<file path="src/core/fscs_pkg.sv">
`default_nettype none
package fscs_pkg;
	// Register indices on the configuration port
	localparam logic [8:0] ADDR_SEQ_CTRL   = 9'h0c0;
	localparam logic [8:0] ADDR_WIN_SEL    = 9'h0c3;
	localparam logic [8:0] ADDR_DARK_ROWS  = 9'h0c5;
	localparam logic [8:0] ADDR_FILL_ROWS  = 9'h0c6;
	localparam logic [8:0] ADDR_GAIN_TIME  = 9'h0c7;
	localparam logic [8:0] ADDR_EXPOSURE   = 9'h0cb;
	localparam logic [8:0] ADDR_GAIN       = 9'h0cc;
	localparam logic [8:0] ADDR_FREEZE     = 9'h0ce;
	localparam logic [8:0] ADDR_ROW_ADDR   = 9'h0e6;
	localparam logic [8:0] ADDR_LAST_ROW   = 9'h0e7;
	localparam logic [8:0] ADDR_DECIMATION = 9'h0e8;
	// Field positions
	localparam int SEQ_BLANK_WIN_BIT   = 9;
	localparam int GAIN_ALIGN_BIT      = 13;
	localparam int FRZ_HOLD_LINE_LENGTH = 0;
	localparam int FRZ_DARK_ROWS       = 1;
	localparam int FRZ_FILL_ROWS       = 2;
	localparam int FRZ_EXPOSURE        = 3;
	localparam int FRZ_GAIN            = 4;
	localparam int FRZ_WINDOW          = 5;
	localparam int WIN_MASK_W          = 8;
	localparam int DEC_W               = 5;
	localparam int LAST_ROW_W          = 13;
	// Reset values
	localparam logic [15:0] RST_REG    = 16'h0000;
	localparam logic [15:0] RST_FREEZE = 16'h003f;
	// Blank sequencer states, Gray coded
	typedef enum logic [1:0] {
		FSCS_RUN   = 2'b00,
		FSCS_BLANK = 2'b01
	} fscs_state_e;
endpackage : fscs_pkg
`default_nettype wire

</file>
<file path="src/core/fscs_blank_if.sv">
`timescale 1ns/100ps
`default_nettype none
interface fscs_blank_if;
	logic frame_start;
	logic blank_req;
	logic blank;
	modport bank (output frame_start, output blank_req, input blank);
	modport gen (input frame_start, input blank_req, output blank);
endinterface : fscs_blank_if
`default_nettype wire

</file>
<file path="src/core/fscs_blank_gen.sv">
`timescale 1ns/100ps
`default_nettype none
module fscs_blank_gen (
	input  wire logic    clock,
	input  wire logic    rst_n,
	fscs_blank_if.gen    bif
);
	fscs_pkg::fscs_state_e state_q;
	fscs_pkg::fscs_state_e state_d;

	// Decision taken only at a frame start, so a running frame is never cut
	always_comb begin
		state_d = state_q;
		case (state_q)
			fscs_pkg::FSCS_RUN: begin
				if (bif.frame_start && bif.blank_req) begin
					state_d = fscs_pkg::FSCS_BLANK;
				end
			end
			fscs_pkg::FSCS_BLANK: begin
				// One frame only; a fresh request re-arms for the next
				if (bif.frame_start && !bif.blank_req) begin
					state_d = fscs_pkg::FSCS_RUN;
				end
			end
			default: begin
				state_d = fscs_pkg::FSCS_RUN;
			end
		endcase
	end

	// State register
	always_ff @(posedge clock or negedge rst_n) begin
		if (!rst_n) begin
			state_q <= fscs_pkg::FSCS_RUN;
		end else begin
			state_q <= state_d;
		end
	end

	assign bif.blank = (state_q == fscs_pkg::FSCS_BLANK);
endmodule : fscs_blank_gen
`default_nettype wire

</file>
<file path="src/core/fscs_bank.sv">
// Notes on behaviour
// - Frame parameter writes wait in staging and apply only at frame start; sequencer control drives seq_ctrl at once.
// - A change needing settling blanks one frame and sends training patterns.
// - Decimation field change applies at frame start and blanks one frame.
// - Dark-row or filler-row count change blanks one frame.
// - Window switch blanks one frame only when the blank-on-switch bit is set.
// - Only selecting a different window counts as a switch.
// - Exposure changes apply without a blank frame.
// - Gain applies at frame start; align bit adds one frame delay.
// - Cleared freeze bit keeps that group's active values unchanged, except gain while the align bit is set.
// - Set freeze bit loads all staged group values at next frame start.
// - Line length, dark rows and filler rows each have a freeze bit.
// - Exposure freeze bit gates tick scale, frame length and exposure.
// - Gain freeze bit gates column amp select and front-end level.
// - Window freeze bit gates mask, decimation and row address fields.
`timescale 1ns/100ps
`default_nettype none
module fscs_bank (
	input  wire logic        clock,
	input  wire logic        rst_n,
	input  wire logic        cfg_wr,
	input  wire logic        cfg_rd,
	input  wire logic [8:0]  cfg_addr,
	input  wire logic [15:0] cfg_wdata,
	output logic      [15:0] cfg_rdata,
	input  wire logic        frame_start,
	input  wire logic [15:0] line_length_in,
	input  wire logic [15:0] frame_length_cfg_in,
	input  wire logic [15:0] tick_scale_in,
	output logic      [15:0] seq_ctrl,
	output logic      [15:0] line_length,
	output logic      [15:0] frame_length_cfg,
	output logic      [15:0] tick_scale,
	output logic      [15:0] exposure,
	output logic      [15:0] gain,
	output logic      [15:0] dark_rows,
	output logic      [15:0] filler_rows,
	output logic      [7:0]  window_enable_mask,
	output logic      [4:0]  decimation,
	output logic      [15:0] row_address,
	output logic      [12:0] last_row,
	output logic             blank_frame,
	output logic             training_pattern
);
	////////////////////////////////////////////////////////////////////////
	// Staging registers, written by the host at any time
	logic [15:0] seq_q;
	logic [15:0] win_q;
	logic [15:0] dark_q;
	logic [15:0] fill_q;
	logic [15:0] gtime_q;
	logic [15:0] exp_q;
	logic [15:0] gain_q;
	logic [15:0] frz_q;
	logic [15:0] row_q;
	logic [15:0] last_q;
	logic [15:0] dec_q;
	logic [15:0] rdata_q;

	// Active set seen by the readout sequencer
	logic [15:0] act_line_q;
	logic [15:0] act_flen_q;
	logic [15:0] act_tick_q;
	logic [15:0] act_exp_q;
	logic [15:0] act_gain_q;
	logic [15:0] gain_mid_q;
	logic [15:0] act_dark_q;
	logic [15:0] act_fill_q;
	logic [7:0]  act_win_q;
	logic [4:0]  act_dec_q;
	logic [15:0] act_row_q;
	logic [12:0] act_last_q;
	logic        blank_q;

	logic        sync_line;
	logic        sync_dark;
	logic        sync_fill;
	logic        sync_exp;
	logic        sync_gain;
	logic        sync_win;
	logic        gain_align;
	logic        dec_chg;
	logic        rows_chg;
	logic        win_chg;

	fscs_blank_if bif ();

	// freeze picks source
	// Pick staged value when the group follows, else keep active value
	function automatic logic [15:0] fscs_pick(input logic s, input logic [15:0] p,
		input logic [15:0] a);
		fscs_pick = s ? p : a;
	endfunction : fscs_pick

	////////////////////////////////////////////////////////////////////////
	// Host write port
	always_ff @(posedge clock or negedge rst_n) begin
		if (!rst_n) begin
			seq_q   <= fscs_pkg::RST_REG;
			win_q   <= fscs_pkg::RST_REG;
			dark_q  <= fscs_pkg::RST_REG;
			fill_q  <= fscs_pkg::RST_REG;
			gtime_q <= fscs_pkg::RST_REG;
			exp_q   <= fscs_pkg::RST_REG;
			gain_q  <= fscs_pkg::RST_REG;
			frz_q   <= fscs_pkg::RST_FREEZE;
			row_q   <= fscs_pkg::RST_REG;
			last_q  <= fscs_pkg::RST_REG;
			dec_q   <= fscs_pkg::RST_REG;
		end else if (cfg_wr) begin
			case (cfg_addr)
				fscs_pkg::ADDR_SEQ_CTRL:   seq_q   <= cfg_wdata;
				fscs_pkg::ADDR_WIN_SEL:    win_q   <= cfg_wdata;
				fscs_pkg::ADDR_DARK_ROWS:  dark_q  <= cfg_wdata;
				fscs_pkg::ADDR_FILL_ROWS:  fill_q  <= cfg_wdata;
				fscs_pkg::ADDR_GAIN_TIME:  gtime_q <= cfg_wdata;
				fscs_pkg::ADDR_EXPOSURE:   exp_q   <= cfg_wdata;
				fscs_pkg::ADDR_GAIN:       gain_q  <= cfg_wdata;
				fscs_pkg::ADDR_FREEZE:     frz_q   <= cfg_wdata;
				fscs_pkg::ADDR_ROW_ADDR:   row_q   <= cfg_wdata;
				fscs_pkg::ADDR_LAST_ROW:   last_q  <= cfg_wdata;
				fscs_pkg::ADDR_DECIMATION: dec_q   <= cfg_wdata;
				default: begin
				end
			endcase
		end
	end

	// Read port returns staged values, one cycle after the strobe
	always_ff @(posedge clock or negedge rst_n) begin
		if (!rst_n) begin
			rdata_q <= fscs_pkg::RST_REG;
		end else if (cfg_rd) begin
			case (cfg_addr)
				fscs_pkg::ADDR_SEQ_CTRL:   rdata_q <= seq_q;
				fscs_pkg::ADDR_WIN_SEL:    rdata_q <= win_q;
				fscs_pkg::ADDR_DARK_ROWS:  rdata_q <= dark_q;
				fscs_pkg::ADDR_FILL_ROWS:  rdata_q <= fill_q;
				fscs_pkg::ADDR_GAIN_TIME:  rdata_q <= gtime_q;
				fscs_pkg::ADDR_EXPOSURE:   rdata_q <= exp_q;
				fscs_pkg::ADDR_GAIN:       rdata_q <= gain_q;
				fscs_pkg::ADDR_FREEZE:     rdata_q <= frz_q;
				fscs_pkg::ADDR_ROW_ADDR:   rdata_q <= row_q;
				fscs_pkg::ADDR_LAST_ROW:   rdata_q <= last_q;
				fscs_pkg::ADDR_DECIMATION: rdata_q <= dec_q;
				default:                   rdata_q <= fscs_pkg::RST_REG;
			endcase
		end
	end

	////////////////////////////////////////////////////////////////////////
	// Freeze bits and change detection
	assign sync_line  = frz_q[fscs_pkg::FRZ_HOLD_LINE_LENGTH];
	assign sync_dark  = frz_q[fscs_pkg::FRZ_DARK_ROWS];
	assign sync_fill  = frz_q[fscs_pkg::FRZ_FILL_ROWS];
	assign sync_exp   = frz_q[fscs_pkg::FRZ_EXPOSURE];
	assign sync_gain  = frz_q[fscs_pkg::FRZ_GAIN];
	assign sync_win   = frz_q[fscs_pkg::FRZ_WINDOW];
	assign gain_align = gtime_q[fscs_pkg::GAIN_ALIGN_BIT];

	assign dec_chg  = sync_win && (dec_q[fscs_pkg::DEC_W-1:0] != act_dec_q);
	assign rows_chg = (sync_dark && (dark_q != act_dark_q))
		|| (sync_fill && (fill_q != act_fill_q));
	// only a new window selection counts as a switch
	assign win_chg  = sync_win && seq_q[fscs_pkg::SEQ_BLANK_WIN_BIT]
		&& (win_q[fscs_pkg::WIN_MASK_W-1:0] != act_win_q);

	assign bif.frame_start = frame_start;
	// any settling change requests one blank frame
	assign bif.blank_req   = dec_chg || rows_chg || win_chg;

	fscs_blank_gen u_blank (
		.clock (clock),
		.rst_n (rst_n),
		.bif   (bif)
	);

	////////////////////////////////////////////////////////////////////////
	// line and row groups
	// one-edge group copy
	// Each group copies in one edge at frame start, never half-way
	always_ff @(posedge clock or negedge rst_n) begin
		if (!rst_n) begin
			act_line_q <= fscs_pkg::RST_REG;
			act_dark_q <= fscs_pkg::RST_REG;
			act_fill_q <= fscs_pkg::RST_REG;
		end else if (frame_start) begin
			act_line_q <= fscs_pick(sync_line, line_length_in, act_line_q);
			act_dark_q <= fscs_pick(sync_dark, dark_q, act_dark_q);
			act_fill_q <= fscs_pick(sync_fill, fill_q, act_fill_q);
		end
	end

	// exposure group, no blank requested for it
	always_ff @(posedge clock or negedge rst_n) begin
		if (!rst_n) begin
			act_tick_q <= fscs_pkg::RST_REG;
			act_flen_q <= fscs_pkg::RST_REG;
			act_exp_q  <= fscs_pkg::RST_REG;
		end else if (frame_start && sync_exp) begin
			act_tick_q <= tick_scale_in;
			act_flen_q <= frame_length_cfg_in;
			act_exp_q  <= exp_q;
		end
	end

	// gain path with optional extra frame
	// gain freeze bit
	// The middle stage keeps gain one frame behind to match exposure latency
	always_ff @(posedge clock or negedge rst_n) begin
		if (!rst_n) begin
			gain_mid_q <= fscs_pkg::RST_REG;
			act_gain_q <= fscs_pkg::RST_REG;
		end else if (frame_start) begin
			gain_mid_q <= fscs_pick(sync_gain, gain_q, gain_mid_q);
			if (gain_align) begin
				act_gain_q <= gain_mid_q;
			end else begin
				act_gain_q <= fscs_pick(sync_gain, gain_q, act_gain_q);
			end
		end
	end

	// window group; row address and last row sit inside it
	always_ff @(posedge clock or negedge rst_n) begin
		if (!rst_n) begin
			act_win_q  <= fscs_pkg::RST_REG[fscs_pkg::WIN_MASK_W-1:0];
			act_dec_q  <= fscs_pkg::RST_REG[fscs_pkg::DEC_W-1:0];
			act_row_q  <= fscs_pkg::RST_REG;
			act_last_q <= fscs_pkg::RST_REG[fscs_pkg::LAST_ROW_W-1:0];
		end else if (frame_start && sync_win) begin
			act_win_q  <= win_q[fscs_pkg::WIN_MASK_W-1:0];
			act_dec_q  <= dec_q[fscs_pkg::DEC_W-1:0];
			act_row_q  <= row_q;
			act_last_q <= last_q[fscs_pkg::LAST_ROW_W-1:0];
		end
	end

	// blank flag registered so data and sync lanes switch together
	always_ff @(posedge clock or negedge rst_n) begin
		if (!rst_n) begin
			blank_q <= 1'b0;
		end else begin
			blank_q <= bif.blank;
		end
	end

	////////////////////////////////////////////////////////////////////////
	// Outputs
	assign cfg_rdata          = rdata_q;
	assign seq_ctrl           = seq_q;
	assign line_length        = act_line_q;
	assign frame_length_cfg   = act_flen_q;
	assign tick_scale         = act_tick_q;
	assign exposure           = act_exp_q;
	assign gain               = act_gain_q;
	assign dark_rows          = act_dark_q;
	assign filler_rows        = act_fill_q;
	assign window_enable_mask = act_win_q;
	assign decimation         = act_dec_q;
	assign row_address        = act_row_q;
	assign last_row           = act_last_q;
	// Blank shows one cycle after the state change; readout samples per frame
	assign blank_frame        = blank_q;
	assign training_pattern   = blank_q;

	////////////////////////////////////////////////////////////////////////
	// Checks
	// active values move only at frame start
	chk_hold_mid_frame: assert property (@(posedge clock) disable iff (!rst_n)
		!frame_start |=> $stable({act_exp_q, act_dark_q, act_dec_q, act_win_q}))
		else $error("active set changed inside a frame");

	// blank reaches both lanes for the frame
	chk_blank_train: assert property (@(posedge clock) disable iff (!rst_n)
		frame_start && bif.blank_req |=> ##1 blank_frame && training_pattern)
		else $error("blank request did not reach data and sync lanes");

	chk_dec_blank: assert property (@(posedge clock) disable iff (!rst_n)
		frame_start && sync_win && (dec_q[4:0] != act_dec_q)
		|=> (act_dec_q == $past(dec_q[4:0])) ##1 blank_frame)
		else $error("decimation change missed apply or blank");

	chk_rows_blank: assert property (@(posedge clock) disable iff (!rst_n)
		frame_start && sync_dark && (dark_q != act_dark_q) |=> ##1 blank_frame)
		else $error("dark row change did not blank");

	// window switch blanks only with the enable bit
	chk_win_blank: assert property (@(posedge clock) disable iff (!rst_n)
		frame_start && !seq_q[fscs_pkg::SEQ_BLANK_WIN_BIT] && !dec_chg && !rows_chg
		|=> ##1 !blank_frame)
		else $error("blank inserted without cause");

	// reselecting the same window never blanks
	chk_same_win: assert property (@(posedge clock) disable iff (!rst_n)
		frame_start && sync_win && (win_q[fscs_pkg::WIN_MASK_W-1:0] == act_win_q)
		&& !dec_chg && !rows_chg |=> ##1 !blank_frame)
		else $error("switch flagged without a new window");

	// exposure follows without blank when nothing else changes
	chk_exp_noblank: assert property (@(posedge clock) disable iff (!rst_n)
		frame_start && sync_exp && !bif.blank_req
		|=> (act_exp_q == $past(exp_q)) ##1 !blank_frame)
		else $error("exposure update blanked or was lost");

	chk_gain_direct: assert property (@(posedge clock) disable iff (!rst_n)
		frame_start && sync_gain && !gain_align |=> act_gain_q == $past(gain_q))
		else $error("gain not applied at frame start");

	// aligned gain takes the value staged one frame earlier
	chk_gain_align: assert property (@(posedge clock) disable iff (!rst_n)
		frame_start && gain_align |=> act_gain_q == $past(gain_mid_q))
		else $error("aligned gain skipped the extra frame");

	chk_freeze_hold: assert property (@(posedge clock) disable iff (!rst_n)
		frame_start && !sync_exp |=> $stable({act_tick_q, act_flen_q, act_exp_q}))
		else $error("frozen exposure group changed");

	chk_freeze_load: assert property (@(posedge clock) disable iff (!rst_n)
		frame_start && sync_fill |=> act_fill_q == $past(fill_q))
		else $error("filler rows not loaded after release");

	chk_gain_frozen: assert property (@(posedge clock) disable iff (!rst_n)
		frame_start && !sync_gain && !gain_align |=> $stable(act_gain_q))
		else $error("frozen gain changed");

	chk_win_group: assert property (@(posedge clock) disable iff (!rst_n)
		frame_start && !sync_win |=> $stable({act_win_q, act_dec_q, act_row_q, act_last_q}))
		else $error("frozen window group changed");

	// whole exposure group lands on the same edge
	chk_atomic_grp: assert property (@(posedge clock) disable iff (!rst_n)
		frame_start && sync_exp |=> {act_tick_q, act_flen_q, act_exp_q}
		== $past({tick_scale_in, frame_length_cfg_in, exp_q}))
		else $error("exposure group split across cycles");
endmodule : fscs_bank
`default_nettype wire

</file>
<file path="config.mk">
export PLATFORM = sky130hd
export DESIGN_NAME = fscs_bank
export DESIGN_NICKNAME = d
export VERILOG_FILES = /design/src/core/fscs_pkg.sv /design/src/core/fscs_blank_if.sv /design/src/core/fscs_blank_gen.sv /design/src/core/fscs_bank.sv
export SDC_FILE = /design/constraint.sdc
export NUM_CORES = 1
export LEC_CHECK = 0
export BUFFER_PORTS_ARGS = -buffer_cell sky130_fd_sc_hd__buf_2
export CAP_MARGIN = 15
export CORE_MARGIN = 2
export CORE_UTILIZATION = 58
export CTS_BUF_LIST = sky130_fd_sc_hd__clkbuf_4 sky130_fd_sc_hd__clkbuf_8
export DETAILED_ROUTE_END_ITERATION = 16
export PLACE_DENSITY = 0.84
export SLEW_MARGIN = 15
export SYNTH_ARGS = -nofsm -noshare
export SYNTH_HDL_FRONTEND = slang
export SYNTH_SLANG_ARGS = --single-unit
</file>
<file path="constraint.sdc">
create_clock -name clock -period 1.75 [get_ports clock]
set_input_delay 0.0875 -clock clock [delete_from_list [all_inputs] [get_ports clock]]
set_output_delay 0.0875 -clock clock [all_outputs]
set_load 0.005 [all_outputs]
</file>
# [Yosys cells after proc, flatten, opt, wreduce, memory -nomap -nowiden]
# Cells that the tools add are included.
# Widths: inputs -> output; s select.
[totals] mem_count=0 wordCells=82 output_inout_bits=188 input_bits=78 latchBits=0 mem_bits_rw=0 rom_bits=0 register_bits=365
[classes] n_eq_ne=18 shift=0 n_lt_le_gt_ge=0 addsub=0 div_mod_pow=0 n_mul=0 bitwise=0 reduce_logical=32 muxes=6
[op_table] operator="$pmux 16 s11" count=1
[op_table] operator="$eq 9x8->1 const B" count=11
[op_table] operator="$reduce_and 2->1" count=17
[op_table] operator="$mux 16" count=2
[op_table] operator="$ne 16x16->1" count=2
[op_table] operator="$logic_and 1x1->1" count=9
[op_table] operator="$ne 8x8->1" count=1
[op_table] operator="$ne 5x5->1" count=1
[op_table] operator="$mux 2" count=2
[op_table] operator="$ne 2x1->1 const B" count=2
[op_table] operator="$pmux 2 s2" count=1
[op_table] operator="$logic_or 1x1->1" count=3
[op_table] operator="$eq 2x1->1 const B" count=1
[op_table] operator="$logic_not 2->1" count=1
[op_table] operator="$reduce_bool 2->1" count=1
[op_table] operator="$logic_not 1->1" count=1

# [Longest topological paths before layout]
[depth] ltp_word=9 depth_mapped=8

# [Hierarchy]
# Synthesis repeated with hierarchy kept, for this count alone.
[unflattened] cells_unflattened=1139 hier_area_um2=16095.4
[by_module_without_submodules] mod="fscs_bank" cells_per_inst=1137 area_per_inst_um2=16055.4 instances=1 seq_area_each_um2=9091.2
[by_module_without_submodules] mod="fscs_blank_gen" cells_per_inst=2 area_per_inst_um2=40.0 instances=1 seq_area_each_um2=25.0

# [Least setup slack after synthesis]
# OpenSTA, ideal clock, no wires.
[synth_timing] path_type="input -> register" from="in cfg_addr[3]" to="reg dec_q[10]" slack_ns=0.016 t_arrival_ns=1.609 setup_time_ns=0.125 cell_stages=7 cell_sequence="buf_4 or4b_1 buf_2 nor3_4 nand2_4 buf_6 mux2_4"
[synth_via] elab_chain_cells=2
[synth_lines] item="start, declared" line_no="fscs_bank.sv:23" source="input wire logic [8:0] cfg_addr,"
[synth_lines] item="$eq 9x8->1" line_no="fscs_bank.sv:111" source="case (cfg_addr)"
[synth_lines] item="$reduce_and 2->1 (no line)"
[synth_lines] item="end signal, assigned" line_no="fscs_bank.sv:109" source="dec_q <= fscs_pkg::RST_REG;"
[synth_lines] item="end signal, assigned" line_no="fscs_bank.sv:122" source="fscs_pkg::ADDR_DECIMATION: dec_q <= cfg_wdata;"
[synth_lines] item="end, declared" line_no="fscs_bank.sv:57" source="logic [15:0] dec_q;"
# No other way between the ends.
# A chain may end at the register's enable or synchronous reset.

# [Worst setup path after layout]
[layout_timing] from="reg fill_q[11]" to="reg u_blank.state_q[0]"
[layout_via] elab_chain_cells=9
[layout_lines] item="start, declared" line_no="fscs_bank.sv:50" source="logic [15:0] fill_q;"
[layout_lines] item="start signal, assigned" line_no="fscs_bank.sv:102" source="fill_q <= fscs_pkg::RST_REG;"
[layout_lines] item="start signal, assigned" line_no="fscs_bank.sv:115" source="fscs_pkg::ADDR_FILL_ROWS: fill_q <= cfg_wdata;"
[layout_lines] item="$ne 16x16->1 (*)" line_no="fscs_bank.sv:163" source="|| (sync_fill && (fill_q != act_fill_q));"
[layout_lines] item="$logic_and 1x1->1 (*)" line_no="fscs_bank.sv:163"
[layout_lines] item="$logic_or 1x1->1 (*)" line_no="fscs_bank.sv:163"
[layout_lines] item="$logic_or 1x1->1 (*) (2 in a row)" line_no="fscs_bank.sv:170" source="assign bif.blank_req = dec_chg || rows_chg || win_chg;"
[layout_lines] item="$logic_not 1->1" line_no="fscs_blank_gen.sv:22" source="if (bif.frame_start && !bif.blank_req) begin"
[layout_lines] item="$logic_and 1x1->1" line_no="fscs_blank_gen.sv:22"
[layout_lines] item="$ne 2x1->1 (no line)"
[layout_lines] item="$reduce_and 2->1 (no line) (*)"
[layout_lines] item="end signal, assigned" line_no="fscs_blank_gen.sv:35" source="state_q <= fscs_pkg::FSCS_RUN;"
[layout_lines] item="end signal, assigned" line_no="fscs_blank_gen.sv:37" source="state_q <= state_d;"
[layout_lines] item="end, declared" line_no="fscs_blank_gen.sv:8" source="fscs_pkg::fscs_state_e state_q;"
# Mark *: on every way between the ends. The rest lies on a longest branch, timed or not.

==> impl_metrics.ini <==
[run_status]
status = finished, final reports clean

[power_and_ir_drop]
power.switching_fraction_pct = 24.87
totalPowerFinal_mw = 18.48
power.share.sequential_pct = 48.7
share_clk_of_total_power_pct = 42.2
leakage_nw = 10.76
power_report.internal_total_mw = 13.88
pwr_density_cell_mw_per_mm2 = 900.1
pwr-share-comb_pct = 9.2
vdd_drop_max_mv = 0.8037
switchingPower_mw = 4.596

[clocking]
clk_transition_reported_paths_ns = 0.07
cts.htree.levels = 2
cts_inserted_buffers = 58
clk_root_buffer_cell = sky130_fd_sc_hd__clkbuf_8
cts_max_path_buffers = 3
cts.repair_timing.setup_buffer_count = 0
clock_insertion_delay_worst_skew_ns = 0.62
clock_tree_from_tritoncts = yes
tritoncts_num_sinks = 364

[placed_design]
post-place-cells = 1833
gp_routability_congestion = 0.9782
io_buffers = 265
place_ws_ns = -0.2094
place.detailed.hpwl_um = 34380
placed_cell_area_mm2 = 0.01867

[floorplanning]
die-area_mm2 = 0.02879
ioPinCount = 266
chipHeight_um = 169.7
floorplan.initialDensity_pct = 59.08
coreArea_mm2 = 0.02695
die-width_um = 169.7
placementRows = 60

[setup_path]
timing.setup.critical_path_class = reg -> reg
rrSetupSlack_ns = 0.05
worst-r2r-cell-count = 6
critPathRequiredTime_ns = 2.26
path_cells = xnor2_1 > nand4_1 > nor4_2 > o22ai_1 > buf_4 > a21o_1
path_delay_family = simple AND/OR/NAND/NOR gates
critPathArrivalTime_ns = 2.21
crit_slowest_cell = sky130_fd_sc_hd__dfrtp_1
critical_path.reg2reg.startpoint = fill_q[11]$_DFFE_PN0P_
worstSetupEndpointType = flip-flop
start_kind = flip-flop
critical_path.reg2reg.endpoint = u_blank.state_q[0]$_DFFE_PN0P_
cp_slowest_stage_delay_ns = 0.40
total_buffers_and_inverters_traversed_by_the_critical_path = 1
max_fanout_on_critical_path = 2

[global_routing]
global_route.overflow_total = 0
grt_pass1_wl_um = 76550
initial_antenna_violation_count = 4
globalRouteTotalUtil_pct = 35.89
first_global_vias = 12290
maximum_number_of_pins_on_one_net_before_global_route_repair = 72

[detailed_routing]
avgRoutedWirePerCell_um = 25.61
routed_via_density = 6.073
drt_pass1_iterations = 5
drt_iter0_drc = 1229
drc = 0
wl_met3_um = 4469
wl_on_met1_um = 20310
routed-via-count = 12130
top_signal_layer_used = met5
drt.antenna.violating_nets = 0
wl_met2_um = 23990
totalWireLength_um = 51180

[synthesis]
largest_family_of_logic_cells_by_synthesized_area = multiplexers
synth_top_area_share_pct = 56.27
synth.ff_latch_count = 364
netlist_area_mm2 = 0.01592
synth_compound_area_share_pct = 6.444
yosys.cell_count.top_type = sky130_fd_sc_hd__dfrtp_1
synthCells = 1154
synth_area_leader_cell = sky130_fd_sc_hd__dfrtp_1
yosys.cell_types.count = 64
synth.cells.most_frequent = sky130_fd_sc_hd__dfrtp_1 (358), sky130_fd_sc_hd__mux2_2 (329), sky130_fd_sc_hd__clkbuf_1 (48), sky130_fd_sc_hd__xnor2_1 (41), sky130_fd_sc_hd__nand2_1 (36)
synth_area_leaders = sky130_fd_sc_hd__dfrtp_1 (56%), sky130_fd_sc_hd__mux2_2 (23%), sky130_fd_sc_hd__xnor2_1 (2.3%)
synth_adder_area_share_pct = 0
syn-num-nets = 1232
synthesis.area_per_instance_um2 = 13.80
ys_async_sr_fraction_pct = 100.0
yosysWarnings = 0
synth_mux_area_share_pct = 26.29
synth_edf_count = 0
most_used_flip_flop_cell_after_synthesis = sky130_fd_sc_hd__dfrtp_1
part_of_the_yosys_area_used_for_sequential_elements_pct = 57.26
simple_gate_area_share_of_the_yosys_netlist_pct = 5.171
xor_and_xnor_fraction_of_the_mapped_netlist_area_pct = 2.530

[layout]
drive_gt1_share_pct = 53.48
postLayoutCoreUtil_pct = 76.17
area_delta_synth_final_pct = 28.94
instances_no_fill = 1998
finish.instance_area_mm2 = 0.02053
nets = 1687

[hold_path]
timing.hold.worst_endpoint = frz_q[0]$_DFFE_PN1P_
worstHoldPathCells = 2
hold_wc_startpoint = cfg_wdata[0]
hold_path.class = in -> reg

[sta]
fin_hold_ws_ns = 0.03177
finalMaxSlewViolations = 0
final_hold_violation_count = 0
timing.final.crit_period_ns = 1.699
setup_viol = 0
timing.fmax_mhz = 588.7
setup_tns_ns = 0
max-slew-margin-rel_pct = 32.48
final.period_utilization_pct = 97.07
worst_clock_skew_ns = 0.02813
tightestPinTransition_ns = 1.009
setup_slack_ns = 0.05121

[job]
drv_cap = 0
## worst register-to-register path, cell delays in order, from the launching register on
cell	delay, ns
sky130_fd_sc_hd__dfrtp_1	0.40
sky130_fd_sc_hd__xnor2_1	0.22
sky130_fd_sc_hd__nand4_1	0.14
sky130_fd_sc_hd__nor4_2	0.37
sky130_fd_sc_hd__o22ai_1	0.14
sky130_fd_sc_hd__buf_4	0.19
sky130_fd_sc_hd__a21o_1	0.15
## layer usage
| layer | global-route usage [%] | vias up |
|---|---|---|
| li1 | - | 5150 |
| met1 | 49.56 | 6188 |
| met5 | 0 | - |
| met3 | 7.439 | 160 |
| met4 | 15.53 | 2 |
| met2 | 55.63 | 634 |
## power by group through the flow
| stage | Sequential (mW) | Combinational (mW) | Clock (mW) |
|---|---|---|---|
| after detailed placement | 9.12 | 1.52 | 0 |
| after global placement | 9.09 | 1.49 | 0 |
| after floorplan | 9.09 | 0.610 | 0 |
| after global routing | 9.02 | 1.80 | 8.26 |
| after CTS | 8.97 | 1.64 | 7.78 |
| final | 9.00 | 1.69 | 7.79 |
## worst max path at each step
stage | startpoint | to | slack, ns | cells past startpoint
after floorplan | cfg_addr[3] | dec_q[10]$_DFFE_PN0P_ | 0.02 | 7
after global placement | cfg_addr[0] | cfg_rdata[3]$_DFFE_PN0P_ | -0.14 | 7
after detailed placement | cfg_addr[0] | cfg_rdata[3]$_DFFE_PN0P_ | -0.21 | 7
after CTS | fill_q[11]$_DFFE_PN0P_ | u_blank.state_q[0]$_DFFE_PN0P_ | 0.03 | 6
after global routing | filler_rows[6]$_DFFE_PN0P_ | u_blank.state_q[0]$_DFFE_PN0P_ | -0.002 | 6
final | fill_q[11]$_DFFE_PN0P_ | u_blank.state_q[0]$_DFFE_PN0P_ | 0.05 | 6
## timing repair
| action | CTS | global route |
|---|---|---|
| cloned | 0 | 0 |
| gates resized for setup | 1 | 2 |
| endpoints found under the setup margin | 4 | 1 |
| hold buffers | 57 | 0 |
| endpoints found under the hold margin | 424 | 0 |
## cells in the final DEF (no fill, tap or decap), types with 16 or more instances in the layout
cell type	synthesis	final
sky130_fd_sc_hd__dlygate4sd3_1	0	57
sky130_fd_sc_hd__clkbuf_8	0	74
sky130_fd_sc_hd__nand2_1	36	34
sky130_fd_sc_hd__xnor2_1	41	41
sky130_fd_sc_hd__nor2_1	25	25
sky130_fd_sc_hd__dfrtp_1	358	358
sky130_fd_sc_hd__buf_2	21	264
sky130_fd_sc_hd__mux2_2	329	329
sky130_fd_sc_hd__o21ai_0	30	29
sky130_fd_sc_hd__buf_12	0	16
sky130_fd_sc_hd__clkbuf_4	0	18
sky130_fd_sc_hd__a22oi_1	28	28
sky130_fd_sc_hd__mux2i_1	33	33
sky130_fd_sc_hd__buf_4	6	133
## logic make-up (layout without fill, tap and decap cells)
| group | Yosys count | count (layout) |
|---|---|---|
| AO/OA/AOI/OAI | 145 | 145 |
| XOR/XNOR | 46 | 46 |
| buffers and inverters | 83 | 582 |
| flip-flops | 364 | 364 |
| multiplexers | 372 | 372 |
| other | 0 | 4 |
| AND/OR/NAND/NOR | 144 | 144 |
## area by class of cell
class                   count  area (um2)
multi-input cells         707        6466
clock buffers              92        1154
repair buffers            471        3226
flip-flops and latches    364        9116
diodes                      4       10.01
well taps                 341       426.7
fillers                  1609        6421
clock inverters            12       105.1
inverters                   7       26.28
Note: power is estimated with default switching activity, not from simulation.
